--- src/common/routing_regs_params.svh ---
`ifndef ROUTING_REGS_PARAMS_SVH
`define ROUTING_REGS_PARAMS_SVH

// byte offsets on the register bus (printed offsets are register indices)
`define IDX_REVISION     8'h01
`define IDX_MCLK_ROUTE   8'h02
`define IDX_SUBCLK_ROUTE 8'h03
`define IDX_TX_CTL_A     8'h04
`define IDX_TX_CTL_B     8'h05
`define IDX_BOARD_CMD    8'h06
`define IDX_ADDR_SEL     8'h07

// reset values
`define RST_MCLK_ROUTE   8'h01
`define RST_SUBCLK_ROUTE 8'h00
`define RST_TX_CTL_A     8'h00
`define RST_TX_CTL_B     8'h03
`define RST_ADDR_SEL     2'h0

// writable bit masks (reserved bits read as zero)
`define MASK_MCLK_ROUTE  8'h71
`define MASK_SUBCLK      8'hbf
`define MASK_TX_CTL_A    8'hff
`define MASK_TX_CTL_B    8'h03

// field positions
`define BIT_OUT2_MCLK    6
`define BIT_OUT1_MCLK    5
`define BIT_AUX_MCLK     4
`define BIT_RX_RST       0
`define BIT_MUX_HDR      7
`define BIT_TX_RST       1
`define BIT_AUDIO        0

// revision code value, arbitrary
`define REVISION_VALUE   8'h10

// length of the self reset pulse in clock cycles
`define SELF_RST_CYCLES  4'h8

`endif

--- src/common/routing_regs_pkg.sv ---
package routing_regs_pkg;
    // direction code of one serial port clock buffer
    typedef enum logic [1:0] {
        DIR_HDR_DRIVES = 2'h0,
        DIR_RX_DRIVES  = 2'h1,
        DIR_RSV_2      = 2'h2,
        DIR_RSV_3      = 2'h3
    } clk_dir_t;
endpackage

--- src/verilog/clock_dir_buffer.sv ---
`timescale 1ns/100ps
`include "routing_regs_params.svh"

// one serial port direction buffer: frame and bit clock pass one way
module clock_dir_buffer
(
    input  wire logic [1:0] dir_code,   // direction field
    input  wire logic       hdr_lrck,   // header frame clock in
    input  wire logic       hdr_sclk,   // header bit clock in
    input  wire logic       rx_lrck,    // receiver frame clock in
    input  wire logic       rx_sclk,    // receiver bit clock in
    output logic            to_rx_oe,   // drive towards receiver
    output logic            to_hdr_oe,  // drive towards header
    output logic            rx_lrck_o,  // frame clock to receiver
    output logic            rx_sclk_o,  // bit clock to receiver
    output logic            hdr_lrck_o, // frame clock to header
    output logic            hdr_sclk_o  // bit clock to header
);
    // reserved codes drive nothing, so no two drivers fight on a wire
    always_comb
    begin
        to_rx_oe   = (dir_code == routing_regs_pkg::DIR_HDR_DRIVES);
        to_hdr_oe  = (dir_code == routing_regs_pkg::DIR_RX_DRIVES);
        rx_lrck_o  = hdr_lrck;
        rx_sclk_o  = hdr_sclk;
        hdr_lrck_o = rx_lrck;
        hdr_sclk_o = rx_sclk;
    end
endmodule

--- src/verilog/routing_regs.sv ---
// Register access over Wishbone was chosen for this implementation.
`timescale 1ns/100ps
`include "routing_regs_params.svh"

module routing_regs
(
    input  wire logic       clk,            // 50 MHz
    input  wire logic       nrst,           // sync, active low
    input  wire logic       ce,             // clock enable
    input  wire logic       wb_cyc_i,
    input  wire logic       wb_stb_i,
    input  wire logic       wb_we_i,
    input  wire logic [7:0] wb_adr_i,
    input  wire logic [0:0] wb_sel_i,
    input  wire logic [7:0] wb_dat_i,
    output logic      [7:0] wb_dat_o,
    output logic            wb_ack_o,
    input  wire logic       recovered_master_clock,
    input  wire logic       osc_mclk,       // on-board oscillator
    input  wire logic       rx_aux_mclk,    // receiver output pin
    output logic            out1_hdr_mclk,
    output logic            out2_hdr_mclk,
    input  wire logic [2:0] hdr_lrck_i,     // per port, header side
    input  wire logic [2:0] hdr_sclk_i,
    input  wire logic [2:0] rx_lrck_i,      // per port, receiver side
    input  wire logic [2:0] rx_sclk_i,
    output logic      [2:0] hdr_lrck_o,
    output logic      [2:0] hdr_sclk_o,
    output logic      [2:0] hdr_oe,         // drives header pins
    output logic      [2:0] rx_lrck_o,
    output logic      [2:0] rx_sclk_o,
    output logic      [2:0] rx_oe,          // drives receiver pins
    input  wire logic [1:0] out_lrck_i,     // receiver outputs 1, 2
    input  wire logic [1:0] out_sclk_i,
    output logic            mux_hdr_lrck,
    output logic            mux_hdr_sclk,
    output logic            receiver_reset_n,
    output logic            transmitter_reset_n,
    output logic            addr_select_hi,
    output logic            addr_select_lo,
    output logic            addr_select_top,
    output logic      [1:0] tx_clock_ratio,
    output logic            tx_validity_level,
    output logic            tx_user_level,
    output logic            tx_block_sync_level,
    output logic            tx_chanstat_level,
    output logic      [1:0] tx_input_format,
    output logic            tx_audio_flag_level
);
    logic [7:0] mclk_r;          // master clock routing
    logic [7:0] subclk_r;        // subclock routing
    logic [7:0] txa_r;           // transmitter control a
    logic [7:0] txb_r;           // transmitter control b
    logic [1:0] addr_sel_r;      // receiver address select
    logic [3:0] self_rst_r;      // self reset countdown
    logic       soft_rst;        // restore of every register but the address select
    logic       wr_stb;          // write taken this cycle
    logic       rd_stb;          // access taken this cycle, read or write
    logic [7:0] rd_nxt;          // read mux
    logic       aux_mclk;        // chosen auxiliary clock
    logic [2:0] hdr_oe_c;
    logic [2:0] rx_oe_c;
    logic [2:0] hl_c;
    logic [2:0] hs_c;
    logic [2:0] rl_c;
    logic [2:0] rs_c;

    // register decode used for reads and writes
    function automatic logic hit(input logic [7:0] a, input logic [7:0] i);
        hit = (a == i);
    endfunction

    // one access per handshake: ack rises once, falls next cycle
    assign wr_stb = wb_cyc_i & wb_stb_i & ~wb_ack_o & wb_we_i & wb_sel_i[0];
    assign rd_stb = wb_cyc_i & wb_stb_i & ~wb_ack_o;
    // while the countdown runs every register except the address select stays at its default
    assign soft_rst = (self_rst_r != 4'h0);

    // bus acknowledge, one cycle after the request
    always_ff @(posedge clk)
    begin
        if (!nrst)
            wb_ack_o <= 1'b0;
        else if (ce)
            wb_ack_o <= wb_cyc_i & wb_stb_i & ~wb_ack_o;
    end

    // self reset countdown: board command or address select change
    always_ff @(posedge clk)
    begin
        if (!nrst)
            self_rst_r <= 4'h0;
        else if (ce)
        begin
            if (wr_stb && hit(wb_adr_i, `IDX_BOARD_CMD) && wb_dat_i[0])
                self_rst_r <= `SELF_RST_CYCLES;
            else if (wr_stb && hit(wb_adr_i, `IDX_ADDR_SEL)
                     && (wb_dat_i[1:0] != addr_sel_r))
                self_rst_r <= `SELF_RST_CYCLES;
            else if (soft_rst)
                self_rst_r <= self_rst_r - 4'h1;
        end
    end

    // address select bits survive the self reset they caused,
    // otherwise the receiver would come back at its old address
    always_ff @(posedge clk)
    begin
        if (!nrst)
            addr_sel_r <= `RST_ADDR_SEL;
        else if (ce && wr_stb && hit(wb_adr_i, `IDX_ADDR_SEL))
            addr_sel_r <= wb_dat_i[1:0];
    end

    // master clock routing register
    always_ff @(posedge clk)
    begin
        if (!nrst || (ce && soft_rst))
            mclk_r <= `RST_MCLK_ROUTE;
        else if (ce && wr_stb && hit(wb_adr_i, `IDX_MCLK_ROUTE))
            mclk_r <= wb_dat_i & `MASK_MCLK_ROUTE;
    end

    // subclock routing register
    always_ff @(posedge clk)
    begin
        if (!nrst || (ce && soft_rst))
            subclk_r <= `RST_SUBCLK_ROUTE;
        else if (ce && wr_stb && hit(wb_adr_i, `IDX_SUBCLK_ROUTE))
            subclk_r <= wb_dat_i & `MASK_SUBCLK;
    end

    // transmitter control registers
    always_ff @(posedge clk)
    begin
        if (!nrst || (ce && soft_rst))
        begin
            txa_r <= `RST_TX_CTL_A;
            txb_r <= `RST_TX_CTL_B;
        end
        else if (ce && wr_stb)
        begin
            if (hit(wb_adr_i, `IDX_TX_CTL_A))
                txa_r <= wb_dat_i & `MASK_TX_CTL_A;
            if (hit(wb_adr_i, `IDX_TX_CTL_B))
                txb_r <= wb_dat_i & `MASK_TX_CTL_B;
        end
    end

    // read mux; unmapped offsets read zero and still ack
    always_comb
    begin
        rd_nxt = 8'h00;
        if (hit(wb_adr_i, `IDX_REVISION))
            rd_nxt = `REVISION_VALUE;
        else if (hit(wb_adr_i, `IDX_MCLK_ROUTE))
            rd_nxt = mclk_r;
        else if (hit(wb_adr_i, `IDX_SUBCLK_ROUTE))
            rd_nxt = subclk_r;
        else if (hit(wb_adr_i, `IDX_TX_CTL_A))
            rd_nxt = txa_r;
        else if (hit(wb_adr_i, `IDX_TX_CTL_B))
            rd_nxt = txb_r;
        else if (hit(wb_adr_i, `IDX_BOARD_CMD))
            rd_nxt = {7'h00, soft_rst};
        else if (hit(wb_adr_i, `IDX_ADDR_SEL))
            rd_nxt = {6'h00, addr_sel_r};
    end

    // read data register
    always_ff @(posedge clk)
    begin
        if (!nrst)
            wb_dat_o <= 8'h00;
        else if (ce && rd_stb)
            wb_dat_o <= rd_nxt;
    end

    // reset pins and address straps; receiver held in reset during
    // the self reset so both restart from defaults together
    always_ff @(posedge clk)
    begin
        if (!nrst)
        begin
            receiver_reset_n    <= 1'b0;
            transmitter_reset_n <= 1'b0;
            addr_select_hi      <= 1'b0;
            addr_select_lo      <= 1'b0;
            addr_select_top     <= 1'b0;
        end
        else if (ce)
        begin
            receiver_reset_n    <= mclk_r[`BIT_RX_RST]
                                   & ~soft_rst;
            transmitter_reset_n <= txb_r[`BIT_TX_RST];
            addr_select_hi      <= addr_sel_r[1];
            addr_select_lo      <= addr_sel_r[0];
            addr_select_top     <= 1'b0;
        end
    end

    // transmitter static levels
    always_ff @(posedge clk)
    begin
        if (!nrst)
        begin
            tx_clock_ratio      <= 2'h0;
            tx_validity_level   <= 1'b0;
            tx_user_level       <= 1'b0;
            tx_block_sync_level <= 1'b0;
            tx_chanstat_level   <= 1'b0;
            tx_input_format     <= 2'h0;
            tx_audio_flag_level <= 1'b1;
        end
        else if (ce)
        begin
            tx_clock_ratio      <= txa_r[7:6];
            tx_validity_level   <= txa_r[5];
            tx_user_level       <= txa_r[4];
            tx_block_sync_level <= txa_r[3];
            tx_chanstat_level   <= txa_r[2];
            tx_input_format     <= txa_r[1:0];
            tx_audio_flag_level <= txb_r[`BIT_AUDIO];
        end
    end

    // clock routing is retimed to clk: a limitation, only fit for
    // master clocks well below half of clk; a real board muxes them
    // in pure gates, traded here for registered outputs
    assign aux_mclk = mclk_r[`BIT_AUX_MCLK] ? rx_aux_mclk : osc_mclk;

    always_ff @(posedge clk)
    begin
        if (!nrst)
        begin
            out1_hdr_mclk <= 1'b0;
            out2_hdr_mclk <= 1'b0;
            mux_hdr_lrck  <= 1'b0;
            mux_hdr_sclk  <= 1'b0;
        end
        else if (ce)
        begin
            out1_hdr_mclk <= mclk_r[`BIT_OUT1_MCLK] ? aux_mclk
                                                   : recovered_master_clock;
            out2_hdr_mclk <= mclk_r[`BIT_OUT2_MCLK] ? aux_mclk
                                                   : recovered_master_clock;
            // multiplexed header: zero takes output 2, one output 1
            mux_hdr_lrck  <= subclk_r[`BIT_MUX_HDR] ? out_lrck_i[0]
                                                   : out_lrck_i[1];
            mux_hdr_sclk  <= subclk_r[`BIT_MUX_HDR] ? out_sclk_i[0]
                                                   : out_sclk_i[1];
        end
    end

    // one direction buffer per port: 0 out1, 1 out2, 2 input
    genvar g;
    generate
        for (g = 0; g < 3; g = g + 1)
        begin : gen_dir
            clock_dir_buffer u_buf
            (
                .dir_code   (subclk_r[2*g+1:2*g]),
                .hdr_lrck   (hdr_lrck_i[g]),
                .hdr_sclk   (hdr_sclk_i[g]),
                .rx_lrck    (rx_lrck_i[g]),
                .rx_sclk    (rx_sclk_i[g]),
                .to_rx_oe   (rx_oe_c[g]),
                .to_hdr_oe  (hdr_oe_c[g]),
                .rx_lrck_o  (rl_c[g]),
                .rx_sclk_o  (rs_c[g]),
                .hdr_lrck_o (hl_c[g]),
                .hdr_sclk_o (hs_c[g])
            );
        end
    endgenerate

    // buffer outputs retimed so every top output is a flip-flop
    always_ff @(posedge clk)
    begin
        if (!nrst)
        begin
            hdr_oe     <= 3'h0;
            rx_oe      <= 3'h0;
            hdr_lrck_o <= 3'h0;
            hdr_sclk_o <= 3'h0;
            rx_lrck_o  <= 3'h0;
            rx_sclk_o  <= 3'h0;
        end
        else if (ce)
        begin
            hdr_oe     <= hdr_oe_c;
            rx_oe      <= rx_oe_c;
            hdr_lrck_o <= hl_c;
            hdr_sclk_o <= hs_c;
            rx_lrck_o  <= rl_c;
            rx_sclk_o  <= rs_c;
        end
    end
endmodule

--- config.mk ---
export PLATFORM = sky130hd
export DESIGN_NAME = routing_regs
export DESIGN_NICKNAME = d
export VERILOG_FILES = /design/src/common/routing_regs_pkg.sv /design/src/verilog/clock_dir_buffer.sv /design/src/verilog/routing_regs.sv
export VERILOG_INCLUDE_DIRS = /design/src /design/src/common
export SDC_FILE = /design/constraint.sdc
export NUM_CORES = 1
export LEC_CHECK = 0
export ABC_AREA = 1
export BUFFER_PORTS_ARGS = -buffer_cell sky130_fd_sc_hd__buf_2
export CAP_MARGIN = 40
export CORE_MARGIN = 5
export CORE_UTILIZATION = 56
export CTS_CLUSTER_DIAMETER = 120
export CTS_CLUSTER_SIZE = 14
export DETAILED_ROUTE_END_ITERATION = 7
export PLACE_DENSITY = 0.87
export SYNTH_ARGS = -nofsm -noshare
export SYNTH_HDL_FRONTEND = slang
export SYNTH_HIERARCHICAL = 1
export SYNTH_SLANG_ARGS = --single-unit
--- constraint.sdc ---
create_clock -name clk -period 4 [get_ports clk]
set_clock_uncertainty 0.2 [all_clocks]
set_input_delay 0.6 -clock clk [delete_from_list [all_inputs] [get_ports clk]]
set_output_delay 0.6 -clock clk [all_outputs]
set_load 0.005 [all_outputs]
---- Yosys cells after proc, flatten, opt, wreduce, memory -nomap -nowiden ----
Cells that the tools add are included.
operators by class
  $add $sub $neg .......................... 1
  multiply operators ...................... 0
  div/mod/pow operators ................... 0
  $lt $le $gt $ge ......................... 0
  eq/ne operators ......................... 11
  shifts and indexed selects .............. 0
  muxes and demuxes ....................... 15
  bitwise logic cells ..................... 7
  reductions and logical operators ........ 20
operators by type and width
  operator                                              count
  equality test 8 x 3 -> 1 bit (second input constant)  4
  two-way mux 8 bit                                     4
  equality test 8 x 2 -> 1 bit (second input constant)  2
  two-way mux 4 bit                                     3
  logical AND 1 bit                                     10
  equality test 8 x 1 -> 1 bit (second input constant)  1
  equality test 2 x 1 -> 1 bit (second input constant)  3
  zero test 2 bit                                       3
  two-way mux 2 bit                                     3
  AND reduction 2 bit                                   3
  AND 1 bit                                             5
  two-way mux 1 bit                                     5
  nonzero test 4 bit                                    1
  subtractor 4 x 1 -> 4 bit (second input constant)     1
  nonzero test 3 bit                                    1
  != test 2 bit                                         1
  inverter 1 bit                                        2
  zero test 1 bit                                       1
  logical OR 1 bit                                      1
word-level totals
  flip-flop bits (word level) ............. 71
  latch bits .............................. 0
  memory bits (writable) .................. 0
  ROM bits ................................ 0
  bits of input ports ..................... 42
  output and inout bits ................... 45
  word-level logic and storage cells ...... 83
  memories kept ........................... 0

---- Depth between registers and ports, before layout ----
  depth after elaboration ................. 8
  mapped depth ............................ 11
  mapped depth without buffers ............ 10

---- Cells and area by module ----
Netlist, hierarchy kept.
modules (own cells, without submodules)
  module            times used  cells each  area each (sq um)  sequential area each (sq um)
  routing_regs      1           414         3019.1             1421.4
  clock_dir_buffer  3           7           43.8               0.0

---- Worst setup path before layout ----
Ideal clock, no wire load.
  path kind ............................... input-to-reg
  from .................................... input port wb_adr_i[7]
  to ...................................... register subclk_r[7]
  setup time .............................. 119 ps
  data arrival time ....................... 1497 ps
  required time ........................... 3681 ps
  path slack .............................. 2183 ps
  stages .................................. 8
  buffers on the path ..................... 0
  cells stage by stage .................... nor2_1 > nand2_1 > inv_2 > nand3_2 > nor2_4 > inv_2 > o21ai_0 > a21oi_1
between the ends
  longest elaborated chain between the ends .. 2
ends and longest elaborated chain
  item                          line                 source
  from (decl)                   routing_regs.sv:13   input wire logic [7:0] wb_adr_i,
  equality test 8 x 2 -> 1 bit  routing_regs.sv:70   hit = (a == i);
  logical AND 1 bit             routing_regs.sv:129  else if (ce && wr_stb && hit(wb_adr_i, `IDX_SUBCLK_ROUTE))
  to (signal assigned)          routing_regs.sv:128  subclk_r <= `RST_SUBCLK_ROUTE;
  to (signal assigned)          routing_regs.sv:130  subclk_r <= wb_dat_i & `MASK_SUBCLK;
  to (decl)                     routing_regs.sv:51   logic [7:0] subclk_r;
No other way between the ends.
A chain may end at the register's enable or synchronous reset.

---- Worst setup path after layout ----
  from .................................... input port ce
  to ...................................... register subclk_r[3]
between the ends
  longest elaborated chain between the ends .. 2
  elaborated cells between the ends (all ways) .. 4
  those cells by class .................... reduce/logical: 4
ends and longest elaborated chain
  item                                                   line                                      source
  from (decl)                                            routing_regs.sv:9                         input wire logic ce,
  logical AND 1 bit (on tied branches)                   routing_regs.sv:129, routing_regs.sv:127
  logical AND 1 bit or logical OR 1 bit (tied branches)  routing_regs.sv:129, routing_regs.sv:127
Several ways; a longest one is shown, not always the timed one.

==> Flow_metrics.wiki <==
{| class="wikitable"
! Metric !! Value
|-
| Status || finished clean
|-
| Pin count of the biggest net entering global routing || 48
|-
| Synth Area in Adders || 0.397%
|-
| Number of rows in the core area || 27
|-
| CTS tree || yes
|-
| Mapped cell area || 3150 sq um
|-
| Synthesis-to-finish area growth || 17.2%
|-
| Share of the yosys chip area belonging to registers || 45.1%
|-
| Fraction of synthesized cell area in xor and xnor cells || 0.278%
|-
| Post-CTS repair timing setup buffer count || 0
|-
| Router iterations before antenna repair || 4
|-
| Logic depth of the worst register-to-register path || 8
|-
| Peak supply drop || 0.283 mV
|-
| Register bit count reported by yosys || 71
|-
| Final ANT Viol Nets || 0
|-
| Overall die area || 7230 sq um
|-
| Global placement routability congestion || 0.870
|-
| Initial standard-cell utilization of the core || 57.6%
|-
| Reg area || 1420 sq um
|-
| Clock sink count || 71
|-
| Share of the synthesized area in compound gates (AO/OA/AOI/OAI) || 16.3%
|-
| CTS Hold Bufs || 0
|-
| GR Util All Layers || 21.7%
|-
| Number of global-route vias before repair || 2,887
|-
| Leakage power of the design || 0.00170 uW
|-
| Setup-failing EPs final || 0
|-
| Category of the worst setup path capture point || flop
|-
| Number of H-tree levels || 3
|-
| Number of design rule violations left after detail routing || 0
|-
| Post-detailed-route via-to-cell ratio || 5.23
|-
| Warnings, synthesis || 6
|-
| Number of failing hold endpoints at the final stage || 0
|-
| CP Launch Point || ce
|-
| List of cells traversed by the critical path || buf_2 > nand2_1 > nand2_2 > inv_1 > o21ai_0 > nor2_1
|-
| Beginning of the worst hold path || wb_dat_o[3]
|-
| Final core utilization || 67.5%
|-
| Gate count of the mapped netlist || 435
|-
| Final routed wire length divided by cell count || 13.4 um
|-
| Proportion of synthesized area in mux cells || 0.357%
|-
| Count of boundary I/O pins || 87
|-
| Total Routed Length || 7740 um
|-
| RSZ-0062 raised after global routing || false
|-
| Highest attainable clock frequency || 483 MHz
|-
| Overall die height || 85.0 um
|-
| Slowest-stage cell, CP || sky130_fd_sc_hd__buf_2
|-
| Max Cap Viol || 0
|-
| Num CTS Buffers || 9
|-
| Startpoint type of the worst setup path || input pin
|-
| Antenna violations before repair || 0
|-
| Post-route setup slack || 1930 ps
|-
| Transition time at the pin with the least slew margin || 752 ps
|-
| Summed area of non-filler cells in the final layout || 3690 sq um
|-
| Worst setup path endpoint || subclk_r[3]
|-
| Fraction of layout instances using a drive strength above 1 || 26.0%
|-
| Endpoint of the most critical register-to-register path || subclk_r[7]
|-
| Worst-Skew Late Latency || 340 ps
|-
| HPWL after DPL || 5570 um
|-
| Required time reported for the critical path endpoint || 4040 ps
|-
| Area occupied by multi-input gates || 1410 sq um
|-
| Reg2Reg Setup Slack || 2030 ps
|-
| Basic-gate share of the synthesized area counting and, or, nand and nor cells || 27.2%
|-
| Hold crit path type || flop to flop
|-
| Maximum fanout along the worst path || 47
|-
| Area of placed instances || 3500 sq um
|-
| Period utilisation layout || 51.7%
|-
| Total Nets Final || 546
|-
| FILL cells || 480
|-
| Combinational family with the most area after synthesis || simple AND/OR/NAND/NOR gates
|-
| Root buffer cell || sky130_fd_sc_hd__clkbuf_8
|-
| Ant. Diodes || 0
|-
| # port buffers || 85
|-
| Count of routing violations after the opening detailed-route iteration || 161
|-
| Clock period minus worst slack || 2070 ps
|-
| Global-route wire length before repair || 12,900 um
|-
| Clk slew on worst S/H paths || 70 ps
|-
| Avg Synthesized Cell Area || 7.24 sq um
|-
| Sum Neg Setup Slack || 0 ps
|-
| Post-synth net total || 478
|-
| Power per Cell Area || 434 nW/um^2
|-
| Post-placement worst setup slack || 1620 ps
|-
| Most common cell after layout, fill and taps aside || sky130_fd_sc_hd__nor2_1
|-
| Worst slew margin || 49.9%
|-
| Via count || 3,036
|-
| Data arrival time of the critical path || 2110 ps
|-
| Core box area || 5470 sq um
|-
| Startpoint of the lowest-slack register-to-register path || self_rst_r[0]
|-
| Remaining Overflow, GRT || 0
|-
| Die boundary width || 85.0 um
|-
| Buffers from clock root to sink, at most || 2
|-
| Slew Limit Fails || 0
|-
| Worst setup path category || input pin to flop
|-
| Commonest cells after routing, fill and taps aside || sky130_fd_sc_hd__nor2_1, sky130_fd_sc_hd__buf_2, sky130_fd_sc_hd__nand2_1
|-
| Distinct cells, synth || 31
|-
| Largest incremental delay on the critical path || 580 ps
|-
| Post-cts repair resize count || 0
|}
Yosys cell counts:
cell,n,share of area (%)
sky130_fd_sc_hd__conb_1,1,0.12
sky130_fd_sc_hd__mux2_2,1,0.36
sky130_fd_sc_hd__a21oi_1,33,5.2
sky130_fd_sc_hd__xor2_1,1,0.28
sky130_fd_sc_hd__o2111ai_1,1,0.28
sky130_fd_sc_hd__a211oi_1,2,0.48
sky130_fd_sc_hd__a31oi_1,1,0.20
sky130_fd_sc_hd__nor2_4,6,2.1
sky130_fd_sc_hd__o211ai_1,5,1.2
sky130_fd_sc_hd__nand4_1,3,0.60
sky130_fd_sc_hd__nand3_1,14,2.2
sky130_fd_sc_hd__buf_6,2,0.71
sky130_fd_sc_hd__dfxtp_1,71,45
sky130_fd_sc_hd__ha_1,1,0.40
sky130_fd_sc_hd__clkbuf_2,1,0.16
sky130_fd_sc_hd__buf_2,3,0.48
sky130_fd_sc_hd__nor2_2,4,0.79
sky130_fd_sc_hd__o21ai_0,51,8.1
sky130_fd_sc_hd__or2_2,2,0.40
sky130_fd_sc_hd__nand3b_1,1,0.24
sky130_fd_sc_hd__nand3_2,4,1.3
sky130_fd_sc_hd__clkbuf_1,9,1.1
sky130_fd_sc_hd__nand2_2,2,0.40
sky130_fd_sc_hd__buf_4,13,3.1
sky130_fd_sc_hd__a21oi_2,1,0.28
sky130_fd_sc_hd__nor2_1,86,10
sky130_fd_sc_hd__buf_1,1,0.12
sky130_fd_sc_hd__inv_2,8,0.95
sky130_fd_sc_hd__nand2_1,75,8.9
sky130_fd_sc_hd__inv_1,30,3.6
sky130_fd_sc_hd__o21ai_2,2,0.56
cell type report:
| type | instances | area share [%] |
|---|---|---|
| timing repair buffer | 86 | 11.7 |
| clock buffer | 10 | 3.73 |
| clock inverter | 6 | 1.63 |
| tap | 72 | 2.44 |
| sequential | 71 | 38.5 |
| multi-input combinational | 297 | 38.1 |
| inverter | 38 | 3.86 |
state kept, by name, summed over array words and instances (netlist names), 2 cells and up:
signal / count
hdr_sclk_o: 3
hdr_oe: 3
hdr_lrck_o: 3
txa_r: 8
rx_lrck_o: 3
tx_input_format: 2
rx_oe: 3
tx_clock_ratio: 2
self_rst_r: 4
addr_sel_r: 2
wb_dat_o: 8
txb_r: 2
subclk_r: 7
mclk_r: 4
rx_sclk_o: 3
where the power goes:
| group | switching (uW) | internal [uW] |
|---|---|---|
| clock | 268 | 302 |
| sequential | 23.6 | 747 |
| combinational | 160 | 104 |
| total | 452 | 1150 |
critical path: cells and delay by family:
family                 cells  cell delay, ps
AOI/OAI and AO/OA          1             170
buffers and inverters      2             840
and+or+nand+nor            3             490
cell families after synthesis:
group           after synthesis
simple gates                197
compound gates               96
flops                        71
buf+inv                      67
fa+ha+maj                     1
other cells                   1
xor+xnor                      1
mux                           1
worst min path at each step:
| stage | to | slack [ps] | cells past startpoint |
|---|---|---|---|
| finish | wb_dat_o[3] | 260 | 2 |
| global route | hdr_sclk_o[1] | 290 | 3 |
| detailed placement | wb_dat_o[3] | 260 | 2 |
| CTS | wb_dat_o[3] | 270 | 2 |
| floorplan | out1_hdr_mclk | 240 | 2 |
| global placement | wb_dat_o[1] | 260 | 2 |
metal layers:
metal / GRT usage [%] / vias up / wire length [um] / part of all wire (%)
met3: 4.85 / 14 / 669 / 8.6
met2: 35.9 / 118 / 3720 / 48
met1: 27.2 / 1383 / 3210 / 41
li1: - / 1521 / - / -
met4: 9.21 / 0 / 139 / 1.8
met5: 0 / - / 0 / 0
metrics by stage:
stage | hold WS [ps] | std cells | total power (uW)
finish | 263 | 580 | 1600
global route | 287 | 580 | 1680
CTS | 266 | 580 | 1610
detailed placement | 257 | 564 | 1050
global placement | 256 | 564 | 1040
floorplan | 237 | 435 | 974
Note: power is estimated with default switching activity, not from simulation.
